--- config.mk ---
export PLATFORM = sky130hd
export DESIGN_NAME = frsc_rx_seq
export DESIGN_NICKNAME = d
export VERILOG_FILES = /design/src/frsc_us_tick.v /design/src/frsc_bw_lut.v /design/src/frsc_rx_seq.v
export VERILOG_INCLUDE_DIRS = /design/src
export SDC_FILE = /design/constraint.sdc
export NUM_CORES = 1
export LEC_CHECK = 0
export ABC_AREA = 1
export BUFFER_PORTS_ARGS = -buffer_cell sky130_fd_sc_hd__buf_2
export CORE_MARGIN = 2
export CORE_UTILIZATION = 30
export DETAILED_ROUTE_END_ITERATION = 8
export PLACE_DENSITY = 0.58
export SLEW_MARGIN = 20
export SYNTH_ARGS = -nofsm -noshare
export SYNTH_HDL_FRONTEND = slang
export SYNTH_SLANG_ARGS = --single-unit
--- constraint.sdc ---
create_clock -name sys_clk_in -period 7.6 [get_ports sys_clk_in]
set_input_delay 1.52 -clock sys_clk_in [delete_from_list [all_inputs] [get_ports sys_clk_in]]
set_output_delay 1.52 -clock sys_clk_in [all_outputs]
set_load 0.03 [all_outputs]
--- src/frsc_regs.vh ---
`ifndef FRSC_REGS_VH
`define FRSC_REGS_VH

// ----------------------------------------------------------------------------
// Register offsets (byte addresses on the control port)
// ----------------------------------------------------------------------------
`define FRSC_OFS_RX_SETTLE_DELAY   10'h109
`define FRSC_OFS_SETTLE_EXT        10'h10B
`define FRSC_OFS_RADIO_CTRL        10'h13E
`define FRSC_OFS_BIT_RATE_HIGH     10'h30E
`define FRSC_OFS_BIT_RATE_LOW      10'h30F
`define FRSC_OFS_CHAN_FILTER       10'h389
`define FRSC_OFS_POST_DISC         10'h38B
`define FRSC_OFS_RX_FRONT_END      10'h39B

// ----------------------------------------------------------------------------
// Reset values
// ----------------------------------------------------------------------------
`define FRSC_RST_RX_SETTLE_DELAY   8'hC0
`define FRSC_RST_SETTLE_EXT        8'h00
`define FRSC_RST_RADIO_CTRL        8'h00
`define FRSC_RST_BIT_RATE_HIGH     8'h00
`define FRSC_RST_BIT_RATE_LOW      8'h00
`define FRSC_RST_CHAN_FILTER       8'h00
`define FRSC_RST_POST_DISC         8'h00
`define FRSC_RST_RX_FRONT_END      8'h00
`define FRSC_RST_ANA_BW            4'h0

// ----------------------------------------------------------------------------
// Field positions
// ----------------------------------------------------------------------------
`define FRSC_CHAN_FIRST_LSB        0
`define FRSC_CHAN_FIRST_MSB        1
`define FRSC_CHAN_SECOND_LSB       2
`define FRSC_CHAN_SECOND_MSB       4
`define FRSC_ANA_BW_LSB            0
`define FRSC_ANA_BW_MSB            3
`define FRSC_MODE_FSK              8'h03

// ----------------------------------------------------------------------------
// Timing
// ----------------------------------------------------------------------------
`define FRSC_CLK_PERIOD_NS         10
`define FRSC_US_NS                 1000
`define FRSC_US_CYCLES             (`FRSC_US_NS / `FRSC_CLK_PERIOD_NS)
`define FRSC_CAL_TIME_US           11'h298
`define FRSC_EXT_STEP_SHIFT        2
`define FRSC_SYNC_SEARCH_BYTES     4
`define FRSC_BITS_PER_BYTE         8
`define FRSC_SYNC_SEARCH_BITS      (`FRSC_SYNC_SEARCH_BYTES * `FRSC_BITS_PER_BYTE)

`endif

--- src/frsc_us_tick.v ---
`timescale 1ns/1ps
`default_nettype none

module frsc_us_tick #(
    parameter CYCLES = 100
) (
    // Clock and reset
    input  wire        sys_clk_in,
    input  wire        rst_in,
    // Control
    input  wire        restart_in,
    output reg         tick_out
);
    reg  [15:0] cnt_q;

    // Restart aligns the microsecond grid with the receive-entry command
    always @(posedge sys_clk_in or posedge rst_in) begin
        if (rst_in) begin
            cnt_q    <= 16'h0000;
            tick_out <= 1'b0;
        end else if (restart_in) begin
            cnt_q    <= 16'h0000;
            tick_out <= 1'b0;
        end else if (cnt_q == CYCLES[15:0] - 16'h0001) begin
            cnt_q    <= 16'h0000;
            tick_out <= 1'b1;
        end else begin
            cnt_q    <= cnt_q + 16'h0001;
            tick_out <= 1'b0;
        end
    end
endmodule // frsc_us_tick

`default_nettype wire

--- src/frsc_bw_lut.v ---
`timescale 1ns/1ps
`default_nettype none

module frsc_bw_lut (
    // Code in, bandwidth in kHz out
    input  wire [3:0]  code_in,
    output reg  [10:0] khz_out
);
    // Codes below 6 clamp to the narrowest setting, 15 to the widest
    always @* begin
        case (code_in)
            4'h7:    khz_out = 11'd655;
            4'h8:    khz_out = 11'd730;
            4'h9:    khz_out = 11'd797;
            4'hA:    khz_out = 11'd867;
            4'hB:    khz_out = 11'd927;
            4'hC:    khz_out = 11'd991;
            4'hD:    khz_out = 11'd1029;
            4'hE:    khz_out = 11'd1126;
            4'hF:    khz_out = 11'd1126;
            default: khz_out = 11'd555;
        endcase
    end
endmodule // frsc_bw_lut

`default_nettype wire

--- src/frsc_rx_seq.v ---
// Functional notes
// - Every receive-entry command runs the full receive calibration sequence.
// - Frequency-shift-keying receive calibration lasts 664 us from the command.
// - Extension code 0x76 gives 664 us total settle, ready event at end.
// - After settle delay, enter receive and search for preamble and sync.
// - Start-of-frame event, when enabled, follows qualified preamble plus sync match.
// - Serial port mode never raises packet-received; framing output marks sync.
// - Receive state holds until host commands another state.
// - FSK mode: offset-cancel loop runs during calibration only, then frozen.
// - 250 kbps packet mode: offset-cancel loop runs continuously.
// - Analog baseband bandwidth takes effect only on idle to standby.
// - Analog bandwidth codes 6 to 14 span 555 kHz to 1126 kHz.
// - Channel filter uses two-bit first and three-bit second stage fields.
// - Post-discriminator bandwidth is a full eight-bit field.
// - Bit recovery rate is sixteen bits from high and low byte registers.
// - Bit recovery tolerates three percent rate error on alternating preamble.
// - Bit recovery locks within five preamble transitions.
// - Sync search lasts four bytes, then releases locks, back to preamble.
`timescale 1ns/1ps
`default_nettype none
`include "frsc_regs.vh"

module frsc_rx_seq #(
    parameter US_CYCLES   = `FRSC_US_CYCLES,
    parameter SYNC_BITS   = `FRSC_SYNC_SEARCH_BITS
) (
    // Clock and reset
    input  wire        sys_clk_in,
    input  wire        rst_in,
    // Control port register access
    input  wire [9:0]  reg_addr_in,
    input  wire [7:0]  reg_wdata_in,
    input  wire        reg_wr_in,
    input  wire        reg_rd_in,
    output reg  [7:0]  reg_rdata_out,
    output reg         reg_rvalid_out,
    // Host state commands
    input  wire        receive_entry_command_in,
    input  wire        cmd_idle_in,
    input  wire        cmd_phy_standby_in,
    // Receive path configuration and status from neighbouring logic
    input  wire        serial_data_port_en_in,
    input  wire        sof_event_enable_in,
    input  wire        preamble_qualified_in,
    input  wire        sync_match_in,
    input  wire        bit_strobe_in,
    input  wire        packet_done_in,
    // Sequencing outputs
    output reg  [1:0]  state_out,
    output reg         rx_state_out,
    output reg         calibrating_out,
    output reg         settle_done_event_out,
    output reg         offset_cancel_loop_run_out,
    output reg         preamble_search_out,
    output reg         sync_search_out,
    output reg         lock_release_out,
    output reg         start_of_frame_event_out,
    output reg         framing_sync_output_out,
    output reg         packet_received_event_out,
    // Filter and recovery settings
    output reg  [3:0]  analog_baseband_bandwidth_out,
    output reg  [10:0] analog_bb_bw_khz_out,
    output reg  [1:0]  channel_filter_first_bw_out,
    output reg  [2:0]  channel_filter_second_bw_out,
    output reg  [7:0]  post_discriminator_bandwidth_out,
    output reg  [15:0] bit_recovery_rate_out
);
    // ------------------------------------------------------------------------
    // States
    // ------------------------------------------------------------------------
    localparam [1:0] ST_IDLE    = 2'b00;
    localparam [1:0] ST_STANDBY = 2'b01;
    localparam [1:0] ST_SETTLE  = 2'b10;
    localparam [1:0] ST_RX      = 2'b11;

    localparam [1:0] SR_PREAMBLE = 2'b00;
    localparam [1:0] SR_SYNC     = 2'b01;
    localparam [1:0] SR_FRAME    = 2'b10;

    // ------------------------------------------------------------------------
    // Register file
    // ------------------------------------------------------------------------
    reg  [7:0]  settle_delay_q;
    reg  [7:0]  settle_ext_q;
    reg  [7:0]  radio_ctrl_q;
    reg  [7:0]  rate_high_q;
    reg  [7:0]  rate_low_q;
    reg  [7:0]  chan_filter_q;
    reg  [7:0]  post_disc_q;
    reg  [7:0]  front_end_q;
    reg  [7:0]  rdata_d;

    always @(posedge sys_clk_in or posedge rst_in) begin
        if (rst_in) begin
            settle_delay_q <= `FRSC_RST_RX_SETTLE_DELAY;
            settle_ext_q   <= `FRSC_RST_SETTLE_EXT;
            radio_ctrl_q   <= `FRSC_RST_RADIO_CTRL;
            rate_high_q    <= `FRSC_RST_BIT_RATE_HIGH;
            rate_low_q     <= `FRSC_RST_BIT_RATE_LOW;
            chan_filter_q  <= `FRSC_RST_CHAN_FILTER;
            post_disc_q    <= `FRSC_RST_POST_DISC;
            front_end_q    <= `FRSC_RST_RX_FRONT_END;
        end else if (reg_wr_in) begin
            case (reg_addr_in)
                `FRSC_OFS_RX_SETTLE_DELAY: settle_delay_q <= reg_wdata_in;
                `FRSC_OFS_SETTLE_EXT:      settle_ext_q   <= reg_wdata_in;
                `FRSC_OFS_RADIO_CTRL:      radio_ctrl_q   <= reg_wdata_in;
                `FRSC_OFS_BIT_RATE_HIGH:   rate_high_q    <= reg_wdata_in;
                `FRSC_OFS_BIT_RATE_LOW:    rate_low_q     <= reg_wdata_in;
                `FRSC_OFS_CHAN_FILTER:     chan_filter_q  <= reg_wdata_in;
                `FRSC_OFS_POST_DISC:       post_disc_q    <= reg_wdata_in;
                `FRSC_OFS_RX_FRONT_END:    front_end_q    <= reg_wdata_in;
                default: begin
                end
            endcase
        end
    end

    // Unmapped offsets read as zero
    always @* begin
        case (reg_addr_in)
            `FRSC_OFS_RX_SETTLE_DELAY: rdata_d = settle_delay_q;
            `FRSC_OFS_SETTLE_EXT:      rdata_d = settle_ext_q;
            `FRSC_OFS_RADIO_CTRL:      rdata_d = radio_ctrl_q;
            `FRSC_OFS_BIT_RATE_HIGH:   rdata_d = rate_high_q;
            `FRSC_OFS_BIT_RATE_LOW:    rdata_d = rate_low_q;
            `FRSC_OFS_CHAN_FILTER:     rdata_d = chan_filter_q;
            `FRSC_OFS_POST_DISC:       rdata_d = post_disc_q;
            `FRSC_OFS_RX_FRONT_END:    rdata_d = front_end_q;
            default:                   rdata_d = 8'h00;
        endcase
    end

    always @(posedge sys_clk_in or posedge rst_in) begin
        if (rst_in) begin
            reg_rdata_out  <= 8'h00;
            reg_rvalid_out <= 1'b0;
        end else begin
            reg_rdata_out  <= reg_rd_in ? rdata_d : 8'h00;
            reg_rvalid_out <= reg_rd_in;
        end
    end

    // ------------------------------------------------------------------------
    // Microsecond time base
    // ------------------------------------------------------------------------
    wire        us_tick;
    wire        fsk_mode;
    reg  [10:0] us_cnt_q;
    wire [10:0] settle_target;

    assign fsk_mode = (radio_ctrl_q == `FRSC_MODE_FSK);
    // Extension field counts in 4 us steps, so 0x76 adds 472 us to 192 us
    assign settle_target = {3'b000, settle_delay_q}
                         + {1'b0, settle_ext_q, 2'b00};

    frsc_us_tick #(
        .CYCLES     (US_CYCLES)
    ) u_us_tick (
        .sys_clk_in (sys_clk_in),
        .rst_in     (rst_in),
        .restart_in (receive_entry_command_in),
        .tick_out   (us_tick)
    );

    // Saturates so a long receive dwell never wraps back into the settle window
    always @(posedge sys_clk_in or posedge rst_in) begin
        if (rst_in) begin
            us_cnt_q <= 11'h000;
        end else if (receive_entry_command_in) begin
            us_cnt_q <= 11'h000;
        end else if (us_tick && us_cnt_q != 11'h7FF) begin
            us_cnt_q <= us_cnt_q + 11'h001;
        end
    end

    // ------------------------------------------------------------------------
    // Main sequencer
    // ------------------------------------------------------------------------
    reg  [1:0]  state_q;
    reg  [1:0]  state_d;
    reg         settle_hit;

    always @* begin
        settle_hit = 1'b0;
        state_d    = state_q;
        if (receive_entry_command_in) begin
            state_d = ST_SETTLE;
        end else if (cmd_idle_in) begin
            state_d = ST_IDLE;
        end else if (cmd_phy_standby_in) begin
            state_d = ST_STANDBY;
        end else begin
            case (state_q)
                ST_SETTLE: begin
                    if (us_cnt_q >= settle_target) begin
                        settle_hit = 1'b1;
                        state_d    = ST_RX;
                    end
                end
                ST_RX:      state_d = ST_RX;
                ST_STANDBY: state_d = ST_STANDBY;
                default:    state_d = ST_IDLE;
            endcase
        end
    end

    always @(posedge sys_clk_in or posedge rst_in) begin
        if (rst_in) begin
            state_q               <= ST_IDLE;
            state_out             <= ST_IDLE;
            rx_state_out          <= 1'b0;
            settle_done_event_out <= 1'b0;
        end else begin
            state_q               <= state_d;
            state_out             <= state_d;
            rx_state_out          <= (state_d == ST_RX);
            settle_done_event_out <= settle_hit;
        end
    end

    // ------------------------------------------------------------------------
    // Calibration window and offset-cancel loop policy
    // ------------------------------------------------------------------------
    reg         cal_q;
    reg         cal_d;
    reg         ocl_run_d;

    // Calibration runs its fixed length even when the settle delay is shorter;
    // leaving receive for idle or standby abandons it
    always @* begin
        cal_d = cal_q;
        if (receive_entry_command_in) begin
            cal_d = 1'b1;
        end else if (cmd_idle_in || cmd_phy_standby_in) begin
            cal_d = 1'b0;
        end else if (us_cnt_q >= `FRSC_CAL_TIME_US) begin
            cal_d = 1'b0;
        end
    end

    always @(posedge sys_clk_in or posedge rst_in) begin
        if (rst_in) begin
            cal_q <= 1'b0;
        end else begin
            cal_q <= cal_d;
        end
    end

    // Next-state view so the loop and the window rise on the same edge
    always @* begin
        if (state_d == ST_IDLE || state_d == ST_STANDBY) begin
            ocl_run_d = 1'b0;
        end else if (fsk_mode) begin
            ocl_run_d = cal_d;
        end else begin
            ocl_run_d = 1'b1;
        end
    end

    always @(posedge sys_clk_in or posedge rst_in) begin
        if (rst_in) begin
            calibrating_out            <= 1'b0;
            offset_cancel_loop_run_out <= 1'b0;
        end else begin
            calibrating_out            <= cal_d;
            offset_cancel_loop_run_out <= ocl_run_d;
        end
    end

    // ------------------------------------------------------------------------
    // Preamble and sync search
    // ------------------------------------------------------------------------
    reg  [1:0]  srch_q;
    reg  [5:0]  bit_cnt_q;
    wire        in_rx;
    wire        sync_timeout;

    assign in_rx        = (state_q == ST_RX) && (state_d == ST_RX);
    assign sync_timeout = bit_strobe_in && (bit_cnt_q == SYNC_BITS[5:0] - 6'h01);

    always @(posedge sys_clk_in or posedge rst_in) begin
        if (rst_in) begin
            srch_q                    <= SR_PREAMBLE;
            bit_cnt_q                 <= 6'h00;
            lock_release_out          <= 1'b0;
            start_of_frame_event_out  <= 1'b0;
            framing_sync_output_out   <= 1'b0;
            packet_received_event_out <= 1'b0;
        end else begin
            lock_release_out          <= 1'b0;
            start_of_frame_event_out  <= 1'b0;
            packet_received_event_out <= 1'b0;
            if (!in_rx) begin
                srch_q                  <= SR_PREAMBLE;
                bit_cnt_q               <= 6'h00;
                framing_sync_output_out <= 1'b0;
            end else begin
                case (srch_q)
                    SR_PREAMBLE: begin
                        bit_cnt_q <= 6'h00;
                        if (preamble_qualified_in) begin
                            srch_q <= SR_SYNC;
                        end
                    end
                    SR_SYNC: begin
                        if (sync_match_in) begin
                            srch_q                   <= SR_FRAME;
                            start_of_frame_event_out <= sof_event_enable_in;
                            framing_sync_output_out  <= serial_data_port_en_in;
                        end else if (sync_timeout) begin
                            srch_q           <= SR_PREAMBLE;
                            lock_release_out <= 1'b1;
                        end else if (bit_strobe_in) begin
                            bit_cnt_q <= bit_cnt_q + 6'h01;
                        end
                    end
                    SR_FRAME: begin
                        // Serial port streams until the host leaves receive
                        if (packet_done_in && !serial_data_port_en_in) begin
                            packet_received_event_out <= 1'b1;
                            srch_q                    <= SR_PREAMBLE;
                        end
                    end
                    default: srch_q <= SR_PREAMBLE;
                endcase
            end
        end
    end

    always @(posedge sys_clk_in or posedge rst_in) begin
        if (rst_in) begin
            preamble_search_out <= 1'b0;
            sync_search_out     <= 1'b0;
        end else begin
            preamble_search_out <= in_rx && (srch_q == SR_PREAMBLE);
            sync_search_out     <= in_rx && (srch_q == SR_SYNC);
        end
    end

    // ------------------------------------------------------------------------
    // Filter and bit recovery settings
    // ------------------------------------------------------------------------
    wire [10:0] ana_khz;

    frsc_bw_lut u_bw_lut (
        .code_in (analog_baseband_bandwidth_out),
        .khz_out (ana_khz)
    );

    // Analog bandwidth is a shadow copy, refreshed only on idle to standby
    always @(posedge sys_clk_in or posedge rst_in) begin
        if (rst_in) begin
            analog_baseband_bandwidth_out <= `FRSC_RST_ANA_BW;
            analog_bb_bw_khz_out          <= 11'h000;
        end else begin
            if (state_q == ST_IDLE && state_d == ST_STANDBY) begin
                analog_baseband_bandwidth_out <=
                    front_end_q[`FRSC_ANA_BW_MSB:`FRSC_ANA_BW_LSB];
            end
            analog_bb_bw_khz_out <= ana_khz;
        end
    end

    // Bit recovery loop itself lives in the demodulator; the rate word
    // it tracks with is what sets its tolerance and lock time
    always @(posedge sys_clk_in or posedge rst_in) begin
        if (rst_in) begin
            channel_filter_first_bw_out      <= 2'b00;
            channel_filter_second_bw_out     <= 3'b000;
            post_discriminator_bandwidth_out <= 8'h00;
            bit_recovery_rate_out            <= 16'h0000;
        end else begin
            channel_filter_first_bw_out  <=
                chan_filter_q[`FRSC_CHAN_FIRST_MSB:`FRSC_CHAN_FIRST_LSB];
            channel_filter_second_bw_out <=
                chan_filter_q[`FRSC_CHAN_SECOND_MSB:`FRSC_CHAN_SECOND_LSB];
            post_discriminator_bandwidth_out <= post_disc_q;
            bit_recovery_rate_out <= {rate_high_q, rate_low_q};
        end
    end

endmodule // frsc_rx_seq

`default_nettype wire

## Word-level counts from Yosys, hierarchy flattened

Memories as Yosys holds them, arrays and structs flattened. A register that Yosys moved wholly into a read port is not among the register bits.
Cells that the tools add are included.

| cells by class | value |
|---|---|
| add/sub/neg operators | 4 |
| order comparisons | 2 |
| eq/ne operators | 28 |
| mux-type cells | 47 |
| reductions and logical operators | 25 |

Operators with widths:

| kind | count |
|---|---|
| $pmux 8 s8 | 1 |
| $eq 10x10->1 const B | 5 |
| $mux 16 | 2 |
| $eq 10x9->1 const B | 3 |
| $mux 1 | 25 |
| $mux 6 | 4 |
| $mux 11 | 2 |
| $mux 2 | 9 |
| $reduce_and 2->1 | 9 |
| $add 16x1->16 const B | 1 |
| $eq 16x7->1 const B | 1 |
| $ne 3x3->1 const B | 5 |
| $pmux 2 s3 | 2 |
| $pmux 6 s2 | 1 |
| $add 11x1->11 const B | 1 |
| $add 8x10->11 | 1 |
| $ge 11x10->1 const B | 1 |
| $ge 11x11->1 | 1 |
| $ne 11x11->1 const B | 1 |
| $eq 2x2->1 const B | 4 |
| $eq 8x2->1 const B | 1 |
| $mux 8 | 1 |
| $logic_and 1x1->1 | 7 |
| $add 6x1->6 const B | 1 |
| 12 further kinds | 17 |

| word-level totals | value |
|---|---|
| register bits after elaboration | 154 |
| memory bits (read-only) | 176 |
| bits of input ports | 31 |
| output and inout bits | 65 |
| logic and storage cells | 138 |
| memories kept | 1 |

Memories:

| name | depth | width | read ports | clocked after Yosys merged registers in | write ports | RTL line | text |
|---|---|---|---|---|---|---|---|
| (no name shown) | 16 | 11 | 1 | 1 | 0 | frsc_bw_lut.v:11 | `case (code_in)` |

## Logic depth before layout (Yosys ltp)

Gate-level depths: netlist (run 1).

| depth | value |
|---|---|
| depth after elaboration | 11 |
| gate-level depth with buffers | 22 |

## Cells and area by module

From an unflattened synthesis (run 1), not the netlist that was laid out.

| unflattened totals | value |
|---|---|
| cell total of the unflattened synthesis | 839 |
| area total of the unflattened synthesis | 7533.5 um^2 |

By module, submodules not included:

| module | instances | cells each | area an instance (um^2) | sequential area each (um^2) |
|---|---|---|---|---|
| frsc_rx_seq | 1 | 680 | 6373.6 | 3706.1 |
| frsc_us_tick | 1 | 124 | 958.4 | 425.4 |
| frsc_bw_lut | 1 | 35 | 201.4 | 0.0 |

## Least setup slack after synthesis (run 1)

OpenSTA, ideal clock, no wires.

| path | value |
|---|---|
| path type | flip-flop to flip-flop |
| from | register settle_delay_q[2] |
| to | register bit_cnt_q[1] |
| library setup time | 0.065 ns |
| arrival time | 2.940 ns |
| required time | 7.535 ns |
| setup slack | 4.594 ns |
| stages on the path, launching flop included | 22 |
| buffers on the path | 1 |
| period minus slack after synthesis | 3.006 ns |
| cell sequence | dfrtp_1 > ha_1 > inv_1 > fa_1 > o21ai_0 > a21oi_1 > o21ai_0 > nand3_1 > ha_1 > nand2_1 > nor2_1 > nand2_1 > nor2_1 > nor2_1 > nand2_1 > nand2_1 > nand2_1 > nand3_2 > nor2_4 > buf_6 > nand3_1 > nand2_1 |

| between the ends | value |
|---|---|
| cells in the longest elaborated chain, start to end | 11 |
| elaborated cells on any way between the ends | 15 |
| classes of those cells | add/sub: 1; order compare: 1; eq/ne: 5; mux: 6; reduce/logical: 2 |

RTL lines:

| item | RTL line | text |
|---|---|---|
| from (decl) | frsc_rx_seq.v:83 | `reg [7:0] settle_delay_q;` |
| from (signal assigned) | frsc_rx_seq.v:95 | `` settle_delay_q <= `FRSC_RST_RX_SETTLE_DELAY; `` |
| from (signal assigned) | frsc_rx_seq.v:105 | `` `FRSC_OFS_RX_SETTLE_DELAY: settle_delay_q <= reg_wdata_in; `` |
| $add 8x10->11 (*) | frsc_rx_seq.v:155 | `+ {1'b0, settle_ext_q, 2'b00};` |
| $ge 11x11->1 (*) | frsc_rx_seq.v:196 | `if (us_cnt_q >= settle_target) begin` |
| $mux 2 (*) | frsc_rx_seq.v:196 |  |
| $pmux 2 s3 (*) | frsc_rx_seq.v:194 | `case (state_q)` |
| $mux 2 (*) | frsc_rx_seq.v:191 | `end else if (cmd_phy_standby_in) begin` |
| $mux 2 (*) | frsc_rx_seq.v:189 | `end else if (cmd_idle_in) begin` |
| $mux 2 (*) | frsc_rx_seq.v:187 | `if (receive_entry_command_in) begin` |
| $eq 2x2->1 (*) | frsc_rx_seq.v:279 | `assign in_rx = (state_q == ST_RX) && (state_d == ST_RX);` |
| $logic_and 1x1->1 (*) | frsc_rx_seq.v:279 |  |
| $ne 3x1->1 (no line) / $ne 3x3->1 (equally long branches) | n/a |  |
| $reduce_and 4->1 (no line) | n/a |  |
| to (signal assigned) | frsc_rx_seq.v:315 | `bit_cnt_q <= bit_cnt_q + 6'h01;` |
| to (decl) | frsc_rx_seq.v:275 | `reg [5:0] bit_cnt_q;` |

Mark *: on every way between the ends. The rest lies on a longest branch, timed or not.
A chain may end at the register's enable or synchronous reset.

## Worst setup path in the final report (run 1)

| path | value |
|---|---|
| from | register settle_delay_q[2] |
| to | register packet_received_event_out |

| between the ends | value |
|---|---|
| cells in the longest elaborated chain, start to end | 10 |

RTL lines:

| item | RTL line | text |
|---|---|---|
| $add 8x10->11 | frsc_rx_seq.v:155 |  |
| $ge 11x11->1 | frsc_rx_seq.v:196 |  |
| $mux 2 | frsc_rx_seq.v:196 |  |
| $pmux 2 s3 | frsc_rx_seq.v:194 |  |
| $mux 2 | frsc_rx_seq.v:191 |  |
| $mux 2 | frsc_rx_seq.v:189 |  |
| $mux 2 | frsc_rx_seq.v:187 |  |
| $eq 2x2->1 | frsc_rx_seq.v:279 |  |
| $logic_and 1x1->1 | frsc_rx_seq.v:279 |  |
| $mux 1 | frsc_rx_seq.v:294 | `if (!in_rx) begin` |
| to (signal assigned) | frsc_rx_seq.v:289 | `packet_received_event_out <= 1'b0;` |
| to (signal assigned) | frsc_rx_seq.v:293 | `packet_received_event_out <= 1'b0;` |
| to (signal assigned) | frsc_rx_seq.v:321 | `packet_received_event_out <= 1'b1;` |
| to (decl) | frsc_rx_seq.v:59 | `output reg packet_received_event_out,` |

Every way passes these cells.

==> run_results.csv, run 1 <==
group,metric,value,unit
logic_synthesis,yosys_warnings,0,
clocking,ctsHoldBuffers,0,
logic_synthesis,avgSynthCellArea,9.27,sq um
logic_synthesis,syn_area,0.00756,sq mm
logic_synthesis,synth_compound_area_share,12.5,%
clocking,post-cts-setup-buffers,0,
placed_design,numPortBuffers,95,
sta,fin_crit_sh,46.6,%
power,powerDensity,221,mW/mm^2
logic_synthesis,synthXorXnorAreaFrac,1.39,%
sta,rsz0062_at_grt,"false",
detailed_routing,drtPass1Iterations,5,
logic_synthesis,synth_mux_area_share,0,%
detailed_routing,first_iter_violations,520,
global_routing,grt_pass1_vias,5524,
detailed_routing,wl_per_cell,14.6,um
setup_path,crit_fanout,15,
global_routing,grt_usage,14.5,%
worst_hold_path,hp-class,"reg2reg",
clocking,clkTransAtPathRegs,0.07,ns
placed_design,place.gp.congestion,0.826,
flow_run,max-cap-violations,0,
finish,drive_above_1_share,19.2,%
setup_path,critPathMostFrequentCell,"nand2_1",
global_routing,grt_max_degree,90,
logic_synthesis,synth_nets,872,
logic_synthesis,synth_top_area_share,54.0,%
clocking,ctsResizeCount,0,
setup_path,slowest_delay,0.39,ns
finish,fin_nets,976,
floorplanning,initial_core_util,30.3,%
detailed_routing,via_count,5801,
floorplanning,dieArea,0.0265,sq mm
global_routing,grt_pass1_wl,29900,um
clocking,numCtsBuffers,17,
sta,layout_min_cycle_time,3.54,ns
floorplanning,design.portCount,96,
floorplanning,die_x,163,um
logic_synthesis,ys_ff_latch,165,
logic_synthesis,synth-adder-area-share,4.40,%
power,p_leak,4.35,nW
finish,finish.instance_area,0.00895,sq mm
detailed_routing,via_per_inst,4.60,
logic_synthesis,synth_flop_cell,"dfrtp_1",
global_routing,overflow,0,
logic_synthesis,synth-simple-area-share,20.2,%
placed_design,hpwl,13500,um
sta,max_freq,282,MHz
sta,skew,0.0128,ns
power,vdd_drop_max,0.000140,V
finish,fillerInstances,2574,
sta,worst_pin_slew,0.973,ns
setup_path,crit_chain,"ha_1 -> inv_1 -> fa_1 -> o21ai_0 -> a21oi_1 -> o21ai_0 -> nand3_1 -> ha_1 -> nand2_1 -> nor2_1 -> nand2_1 -> nor2_1 -> nor2_1 -> nand2_1 -> nand2_1 -> nand2_1 -> nand3_2 -> nor2_4 -> inv_1 -> nor3_1",
clocking,htree_num_levels,4,
sta,finalSetupViolCount,0,
setup_path,crit_family,"simple AND/OR/NAND/NOR gates",
sta,maxSlewHeadroom,35.1,%
clocking,cts-root-buf,"clkbuf_16",
clocking,clkSinkCount,165,
logic_synthesis,synth_most_common_cell,"dfrtp_1",
logic_synthesis,synth_top_family_by_area,"simple AND/OR/NAND/NOR gates",
clocking,clk_path_buf_depth,2,
detailed_routing,antenna_left,0,
floorplanning,fp-row-count,58,
clocking,cts_tree,"done",
setup_path,worstSetupStartpointType,"register",
floorplanning,die_h,163,um
placed_design,place_area,0.00838,sq mm
logic_synthesis,ys_seq_area_share,54.7,%
setup_path,end_kind,"register",
floorplanning,core,0.0250,sq mm
setup_path,cp_num_buf_inv,2,
setup_path,worstSetupPathType,"reg2reg",
logic_synthesis,synth_edf_count,0,
outcome,status,"complete, no violations",
setup_path,crit_slowest_cell,"fa_1",
logic_synthesis,synthTopCellsByCount,"dfrtp_1, nand2_1, inv_1",
finish,syn_to_final_growth,18.4,%
logic_synthesis,yosys.cell_types.count,47,
logic_synthesis,synthCells,815,
clocking,clock_latency,0.43,ns
setup_path,crit_arrival,3.87,ns
logic_synthesis,synth_area_leader_cell,"dfrtp_1",
sta,slew_violations,0,
sta,hold_viol_final,0,
sta,tns,0,ns
logic_synthesis,ys_top_cells_by_area,"dfrtp_1, nand2_1, inv_1",
setup_path,cp.required,7.93,ns
detailed_routing,drc,0,
finish,diodes,0,
logic_synthesis,async_flop_share,100,%
global_routing,antenna_found_initial,0,
detailed_routing,wl,18400,um
==> cell families (layout without fill, tap and decap cells) <==
family | Yosys count | count (layout)
flip-flops | 165 | 165
AO/OA/AOI/OAI | 161 | 161
AND/OR/NAND/NOR | 322 | 322
adder cells (fa/ha/maj) | 26 | 26
XOR/XNOR | 12 | 12
buffers and inverters | 129 | 246
==> final cells by class <==
cell class / count / area [sq um] / share of cell area, %
repair buffers: 96 / 483 / 5.39
well taps: 330 / 413 / 4.61
multi-input cells: 521 / 2910 / 32.5
clock buffers: 18 / 429 / 4.79
clock inverters: 14 / 143 / 1.59
flip-flops and latches: 165 / 4130 / 46.1
inverters: 118 / 448 / 5.00
==> worst register-to-register path, delay by kind of cell (launching register included) <==
kind | cells | cell delay [ns]
AOI/OAI and AO/OA | 3 | 0.65
adders and majority gates | 3 | 0.89
buffers and inverters | 2 | 0.21
DFF | 1 | 0.37
and+or+nand+nor | 12 | 1.33
==> metrics by stage <==
| step | total power [mW] | instances | worst slack (ns) | hold WS (ns) | util (%) |
|---|---|---|---|---|---|
| after floorplan | 1.09 | 815 | 1.62 | 0.354 | - |
| after global placement | 1.16 | 1230 | 4.18 | 0.362 | 33.6 |
| after detailed placement | 1.16 | 1230 | 4.09 | 0.363 | 33.6 |
| after CTS | 2.00 | 1262 | 4.06 | 0.381 | 35.9 |
| after global routing | 2.06 | 1262 | 3.62 | 0.396 | 35.9 |
| final | 1.98 | 1262 | 4.06 | 0.378 | 35.9 |
==> state kept, by name (all words and copies together), names as in the netlist, 3 cells and up <==
signal and cells:
us_cnt_q 11, front_end_q 8, analog_bb_bw_khz_out 11, rate_high_q 8
analog_baseband_bandwidth_out 4, settle_delay_q 8, reg_rdata_out 8, rate_low_q 8
post_disc_q 8, bit_cnt_q 6, chan_filter_q 8, channel_filter_second_bw_out 3
u_us_tick.cnt_q 16, settle_ext_q 8, post_discriminator_bandwidth_out 8, bit_recovery_rate_out 16
radio_ctrl_q 8
==> final timing paths <==
kind	startpoint	endpoint	slack (ns)	depth (start not counted)
max in group asynchronous	rst_in	settle_ext_q[1]	4.85	3
hold reg to reg	chan_filter_q[2]	channel_filter_second_bw_out[0]	0.38	0
setup reg to reg	settle_delay_q[2]	packet_received_event_out	4.06	20
setup / recovery	settle_delay_q[2]	packet_received_event_out	4.06	20
min in group asynchronous	rst_in	u_us_tick.cnt_q[2]	1.25	2
hold / removal	chan_filter_q[2]	channel_filter_second_bw_out[0]	0.38	0
==> placed cells by master, fill, tap and decap left out, types with 2 or more instances in the layout <==
cell       Yosys  layout
dfrtp_1      163     163
nand2_1      144     144
inv_1        116     115
buf_2          3      95
o21ai_0       75      75
nor2_1        70      70
nand3_1       52      52
a21oi_1       37      37
ha_1          25      25
o21ai_2       18      18
clkbuf_16      0      17
nor3_1        11      11
xor2_1         9       9
o21ai_1        8       8
nand4_1        7       7
nand2_2        6       6
nor4_1         6       6
nor2_4         6       6
a211oi_1       6       6
inv_6          0       6
nand3_2        5       5
o31ai_1        3       3
nor3b_1        3       3
xnor2_1        3       3
o22ai_1        3       3
clkinv_4       0       3
clkinv_2       0       3
nor3_4         2       2
nand2_4        2       2
inv_2          2       2
o21bai_1       2       2
nor3_2         2       2
a221oi_1       2       2
dfstp_2        2       2
==> per-layer routing <==
metal / up-vias / global-route usage, % / share of wire, %
met5: - / 0 / 0
met4: 0 / 3.66 / 0.97
met3: 15 / 4.10 / 5.4
met2: 130 / 23.0 / 47
met1: 2766 / 19.7 / 47
li1: 2890 / - / -
==> where the power goes <==
group | switching, mW | internal (mW)
sequential | 0.0198 | 0.914
combinational | 0.153 | 0.0532
clock | 0.376 | 0.461
total | 0.548 | 1.43
Power figures use the tool's default switching activity.
==> run 2, diff against run 1 <==
--- a/config.mk
+++ b/config.mk
@@ -11,7 +11,7 @@
 export CORE_MARGIN = 2
 export CORE_UTILIZATION = 30
 export DETAILED_ROUTE_END_ITERATION = 8
-export PLACE_DENSITY = 0.58
+export PLACE_DENSITY = 0.6
 export SLEW_MARGIN = 20
 export SYNTH_ARGS = -nofsm -noshare
 export SYNTH_HDL_FRONTEND = slang
==> constraint.sdc (replaced) <==
create_clock -name sys_clk_in -period 3.22 [get_ports sys_clk_in]
set_input_delay 0.644 -clock sys_clk_in [delete_from_list [all_inputs] [get_ports sys_clk_in]]
set_output_delay 0.644 -clock sys_clk_in [all_outputs]
set_load 0.03 [all_outputs]
==> run_results.csv, run 2 (synthesis gave the netlist of run 1 again) <==
group,metric,value,unit
outcome,status,"complete, no violations",
floorplanning,die_h,163,um
flow_run,max-cap-violations,0,
global_routing,antenna_found_initial,0,
floorplanning,die_x,163,um
clocking,numCtsBuffers,17,
clocking,ctsHoldBuffers,0,
sta,tns,0,ns
placed_design,place.gp.congestion,0.848,
setup_path,timing.rr.start,"settle_delay_q[3]",
global_routing,overflow,0,
worst_hold_path,hp-class,"in2reg",
setup_path,worstSetupStartpointType,"register",
setup_path,r2r-end,"bit_cnt_q[1]",
sta,max_freq,321,MHz
clocking,clock_latency,0.44,ns
sta,fin_crit_sh,96.7,%
sta,layout_min_cycle_time,3.11,ns
global_routing,grt_usage,14.8,%
finish,final_cell_mix,"dfrtp_1, nand2_1, inv_1",
setup_path,crit_start,"settle_delay_q[3]",
setup_path,crit_slowest_cell,"dfrtp_1",
floorplanning,dieArea,0.0265,sq mm
sta,finalSetupViolCount,0,
finish,final_common_cell,"dfrtp_1",
setup_path,worstSetupPathType,"reg2reg",
power,powerDensity,516,mW/mm^2
clocking,clk_path_buf_depth,2,
floorplanning,core,0.0250,sq mm
setup_path,end_kind,"register",
detailed_routing,wl_per_cell,15.0,um
setup_path,cp.required,3.60,ns
detailed_routing,via_count,6005,
global_routing,grt_pass1_wl,30400,um
clocking,clkSinkCount,165,
sta,worst_pin_slew,0.690,ns
detailed_routing,first_iter_violations,456,
sta,rsz0062_at_grt,"true",
clocking,clkTransAtPathRegs,0.07,ns
detailed_routing,via_per_inst,4.70,
detailed_routing,drtPass1Iterations,5,
sta,maxSlewHeadroom,54.0,%
detailed_routing,antenna_left,0,
clocking,cts-root-buf,"clkbuf_16",
clocking,cts_tree,"done",
placed_design,placed_cells,1240,
global_routing,grt_pass1_vias,5711,
sta,skew,0.0112,ns
setup_path,worstSetupEndpoint,"bit_cnt_q[1]",
placed_design,numPortBuffers,95,
setup_path,critPathMostFrequentCell,"nand2_1",
floorplanning,design.portCount,96,
setup_path,slowest_delay,0.39,ns
detailed_routing,wl,19100,um
power,p_total,4.74,mW
setup_path,worstRegToRegCells,23,
floorplanning,initial_core_util,30.3,%
finish,fin_nets,991,
finish,biggestRegsByFlops,"bit_recovery_rate_out (16), u_us_tick.cnt_q (16)",
finish,drive_above_1_share,22.4,%
setup_path,crit_fanout,5,
setup_path,crit_chain,"buf_6 -> ha_4 -> nand3_2 -> nand2_2 -> a21oi_2 -> o21bai_1 -> nand2_1 -> a21oi_2 -> xor2_1 -> ha_1 -> nand2_2 -> nor2_4 -> nand2_1 -> nor2_1 -> nor2_1 -> nand2_1 -> nand2_2 -> nand2_4 -> nand3_4 -> nor2_4 -> buf_6 -> nand3b_1 -> nand2_1",
setup_path,crit_arrival,3.49,ns
finish,fin_cells,1277,
worst_hold_path,holdPathStages,1,
sta,hold_viol_final,0,
global_routing,grt_max_degree,109,
finish,diodes,0,
placed_design,hpwl,13700,um
power,vdd_drop_max,0.000378,V
finish,syn_to_final_growth,21.7,%
setup_path,rrSetupSlack,0.11,ns
floorplanning,fp-row-count,58,
power,p_leak,4.44,nW
sta,slew_violations,0,
detailed_routing,drc,0,
clocking,htree_num_levels,4,
finish,final_util,36.8,%
## run 2: area by class of cell
class	instances	area (sq um)
fillers	2520	15800
flip-flops and latches	165	4130
multi-input cells	522	3000
repair buffers	110	616
inverters	118	447
clock buffers	18	439
well taps	330	413
clock inverters	14	151
## run 2: worst min-delay path by stage
stage                     startpoint  slack [ns]                         endpoint
floorplan           chan_filter_q[0]        0.35   channel_filter_first_bw_out[0]
global placement    chan_filter_q[2]        0.37  channel_filter_second_bw_out[0]
detailed placement  chan_filter_q[4]        0.37  channel_filter_second_bw_out[2]
global route               reg_rd_in        0.34                   reg_rvalid_out
finish                     reg_rd_in        0.36                   reg_rvalid_out
CTS                        reg_rd_in        0.34                   reg_rvalid_out
## run 2: power by group
group          internal (mW)  leakage, nW  switching (mW)
Combinational          0.136         2.01           0.372
Clock                   1.06        0.287           0.973
Sequential              2.16         2.14          0.0483
## run 2: stage by stage
step	hold WS, ns	cell area (sq um)	setup slack, ns
6_report	0.356	9200	0.107
5_1_grt	0.343	9200	-0.145
4_1_cts	0.343	9070	0.0323
3_5_place_dp	0.367	8470	-0.108
3_3_place_gp	0.366	8470	-0.0147
2_1_floorplan	0.354	7560	0.214
## run 2: worst max-delay path: cells and delay by family (launching register included)
| kind | cells | cell delay, ns |
|---|---|---|
| DFF | 1 | 0.39 |
| buffers and inverters | 2 | 0.26 |
| AOI/OAI and AO/OA | 3 | 0.46 |
| xor gates and xnor gates | 1 | 0.09 |
| and+or+nand+nor | 15 | 1.34 |
| adders and majority gates | 2 | 0.54 |
## run 2: layer usage
metal | GRT usage [%] | vias up | wire [um]
met4 | 6.07 | 0 | 533
met2 | 22.9 | 185 | 9000
met1 | 19.7 | 2875 | 8340
li1 | - | 2915 | -
met5 | 0 | - | 0
met3 | 3.72 | 30 | 1240
## run 2: what timing repair did
item,4_1_cts,5_1_grt
endpoints found under the setup margin,13,18
gates resized for setup,2,27
cloned,1,0
hold endpoints to repair,0,0
setup buffers,1,3
pin swaps,1,15
==> run 3, diff against run 2 <==
--- a/config.mk
+++ b/config.mk
@@ -6,11 +6,11 @@
 export SDC_FILE = /design/constraint.sdc
 export NUM_CORES = 1
 export LEC_CHECK = 0
-export ABC_AREA = 1
 export BUFFER_PORTS_ARGS = -buffer_cell sky130_fd_sc_hd__buf_2
 export CORE_MARGIN = 2
 export CORE_UTILIZATION = 30
 export DETAILED_ROUTE_END_ITERATION = 8
+export GPL_TIMING_DRIVEN = 0
 export PLACE_DENSITY = 0.6
 export SLEW_MARGIN = 20
 export SYNTH_ARGS = -nofsm -noshare
==> constraint.sdc (replaced) <==
create_clock -name sys_clk_in -period 3.22 [get_ports sys_clk_in]
set_input_delay 0.161 -clock sys_clk_in [delete_from_list [all_inputs] [get_ports sys_clk_in]]
set_output_delay 0.161 -clock sys_clk_in [all_outputs]
set_load 0.03 [all_outputs]
==> run_results.csv, run 3 <==
group,metric,value,unit
logic_synthesis,synthCells,642,
global_routing,antenna_found_initial,0,
floorplanning,die_x,163,um
flow_run,max-cap-violations,0,
detailed_routing,drc,0,
placed_design,hpwl,12300,um
global_routing,grt_pass1_wl,27400,um
placed_design,placed_cells,1070,
setup_path,r2r-end,"rx_state_out",
sta,fin_crit_sh,87.6,%
finish,fin_nets,820,
detailed_routing,wl,17100,um
power,vdd_drop_max,0.000336,V
setup_path,end_kind,"register",
sta,maxSlewHeadroom,49.7,%
logic_synthesis,ys_seq_area_share,54.6,%
finish,fin_cells,1105,
outcome,status,"complete, no violations",
floorplanning,initial_core_util,30.3,%
finish,final_common_cell,"dfrtp_1",
setup_path,worstSetupEndpoint,"rx_state_out",
logic_synthesis,synthTopCellsByCount,"dfrtp_1, mux2_2, nor2_1",
detailed_routing,drtPass1Iterations,4,
finish,multi_input_area,0.00327,sq mm
global_routing,grt_pass1_vias,5170,
clocking,ctsResizeCount,0,
global_routing,overflow,0,
finish,ff_latch_area,0.00413,sq mm
setup_path,cp.required,3.53,ns
finish,diodes,0,
power,p_leak,4.34,nW
sta,whs,0.0243,ns
setup_path,crit_fanout,3,
logic_synthesis,async_flop_share,100,%
sta,hold_viol_final,0,
finish,final_cell_mix,"dfrtp_1, buf_2, mux2_2",
logic_synthesis,synth_area_leader_cell,"dfrtp_1",
setup_path,worstRegToRegCells,12,
logic_synthesis,ys_top_cells_by_area,"dfrtp_1, mux2_2, ha_1",
clocking,clk_path_buf_depth,2,
detailed_routing,via_per_inst,4.77,
sta,finalSetupViolCount,0,
logic_synthesis,synth_flop_cell,"dfrtp_1",
global_routing,grt_usage,13.2,%
placed_design,place_area,0.00856,sq mm
worst_hold_path,hp-class,"in2reg",
finish,finish.instance_area,0.00917,sq mm
floorplanning,design.portCount,96,
setup_path,worstSetupStartpointType,"register",
sta,layout_min_cycle_time,2.82,ns
finish,fillerInstances,2462,
clocking,clkTransAtPathRegs,0.06,ns
logic_synthesis,synth_most_common_cell,"dfrtp_1",
logic_synthesis,ys_ff_latch,165,
setup_path,timing.rr.start,"settle_delay_q[2]",
global_routing,grt_max_degree,34,
detailed_routing,wl_per_cell,15.5,um
clocking,cts_tree,"done",
clocking,clkSinkCount,165,
finish,biggestRegsByFlops,"bit_recovery_rate_out (16), u_us_tick.cnt_q (16)",
detailed_routing,first_iter_violations,296,
floorplanning,die_h,163,um
logic_synthesis,yosys_warnings,0,
sta,rsz0062_at_grt,"false",
logic_synthesis,synth_top_area_share,53.9,%
finish,syn_to_final_growth,21.2,%
floorplanning,core,0.0250,sq mm
setup_path,worstSetupPathType,"reg2reg",
setup_path,crit_start,"settle_delay_q[2]",
detailed_routing,via_count,5276,
floorplanning,dieArea,0.0265,sq mm
logic_synthesis,syn_area,0.00757,sq mm
setup_path,crit_arrival,3.13,ns
sta,max_freq,354,MHz
logic_synthesis,synth_edf_count,0,
placed_design,place.gp.congestion,0.822,
clocking,cts-root-buf,"clkbuf_16",
setup_path,rrSetupSlack,0.40,ns
sta,skew,0.00864,ns
clocking,htree_num_levels,4,
clocking,clock_latency,0.43,ns
logic_synthesis,synth_nets,699,
power,powerDensity,489,mW/mm^2
clocking,numCtsBuffers,17,
sta,slew_violations,0,
placed_design,numPortBuffers,93,
detailed_routing,antenna_left,0,
logic_synthesis,avgSynthCellArea,11.8,sq um
logic_synthesis,yosys.cell_types.count,64,
sta,worst_pin_slew,0.750,ns
floorplanning,fp-row-count,58,
finish,drive_above_1_share,28.1,%
[run 3: how the worst min path moves through the flow]
stage | from | endpoint | slack, ns | cells after the start
floorplan | reg_rd_in | reg_rvalid_out | 0.19 | 0
global placement | reg_rd_in | reg_rvalid_out | 0.30 | 1
detailed placement | rst_in | sync_search_out | 0.23 | 2
CTS | packet_done_in | packet_received_event_out | 0.0004 | 3
global route | serial_data_port_en_in | framing_sync_output_out | 0.02 | 3
finish | serial_data_port_en_in | framing_sync_output_out | 0.02 | 3
[run 3: final cells by class]
| type | count | area share, % |
|---|---|---|
| multi-input cells | 437 | 35.7 |
| repair buffers | 102 | 6.69 |
| clock buffers | 20 | 4.87 |
| inverters | 23 | 0.982 |
| plain buffers | 17 | 0.805 |
| well taps | 330 | 4.50 |
| clock inverters | 11 | 1.39 |
| flip-flops and latches | 165 | 45.1 |
[run 3: per-layer routing]
metal	up-vias	share of wire [%]	GRT usage, %
li1	2527	-	-
met1	2624	49	18.1
met2	108	45	20.0
met3	17	4.5	3.16
met4	0	1.7	5.75
met5	-	0	0
[run 3: worst max-delay path, stage by stage (launching register included)]
cell	delay (ns)
dfrtp_1	0.39
ha_1	0.19
inv_1	0.06
fa_1	0.40
nor2b_1	0.13
o21a_1	0.13
o21ai_0	0.13
a211o_1	0.33
ha_1	0.31
a21oi_1	0.15
o21ai_0	0.13
o21bai_1	0.19
o21a_1	0.17
[run 3: what timing repair did]
action                    in CTS  in global routing
setup buffers                  0                  0
hold endpoints to repair      22                  0
hold buffers                   4                  0
[run 3: where the power goes]
part           internal [mW]  switching (mW)
registers               2.12          0.0305
logic                  0.113           0.227
clock network           1.16           0.830
[run 3: kinds of logic after synthesis]
logic type	synth area share, %
and+or+nand+nor	14.8
DFF	54.6
AOI/OAI and AO/OA	8.70
muxes	12.5
buffers and inverters	2.12
adders and majority gates	4.40
xor gates and xnor gates	2.89
[run 3: stage by stage]
step	setup TNS (ns)	util, %	power, mW	setup WS, ns
6_report	0	36.7	4.48	0.398
5_1_grt	0	36.7	4.67	0.150
4_1_cts	0	36.7	4.54	0.380
3_5_place_dp	0	34.3	2.53	0.405
3_3_place_gp	-17.75	33.8	2.51	-0.123
2_1_floorplan	0	-	2.39	0.689
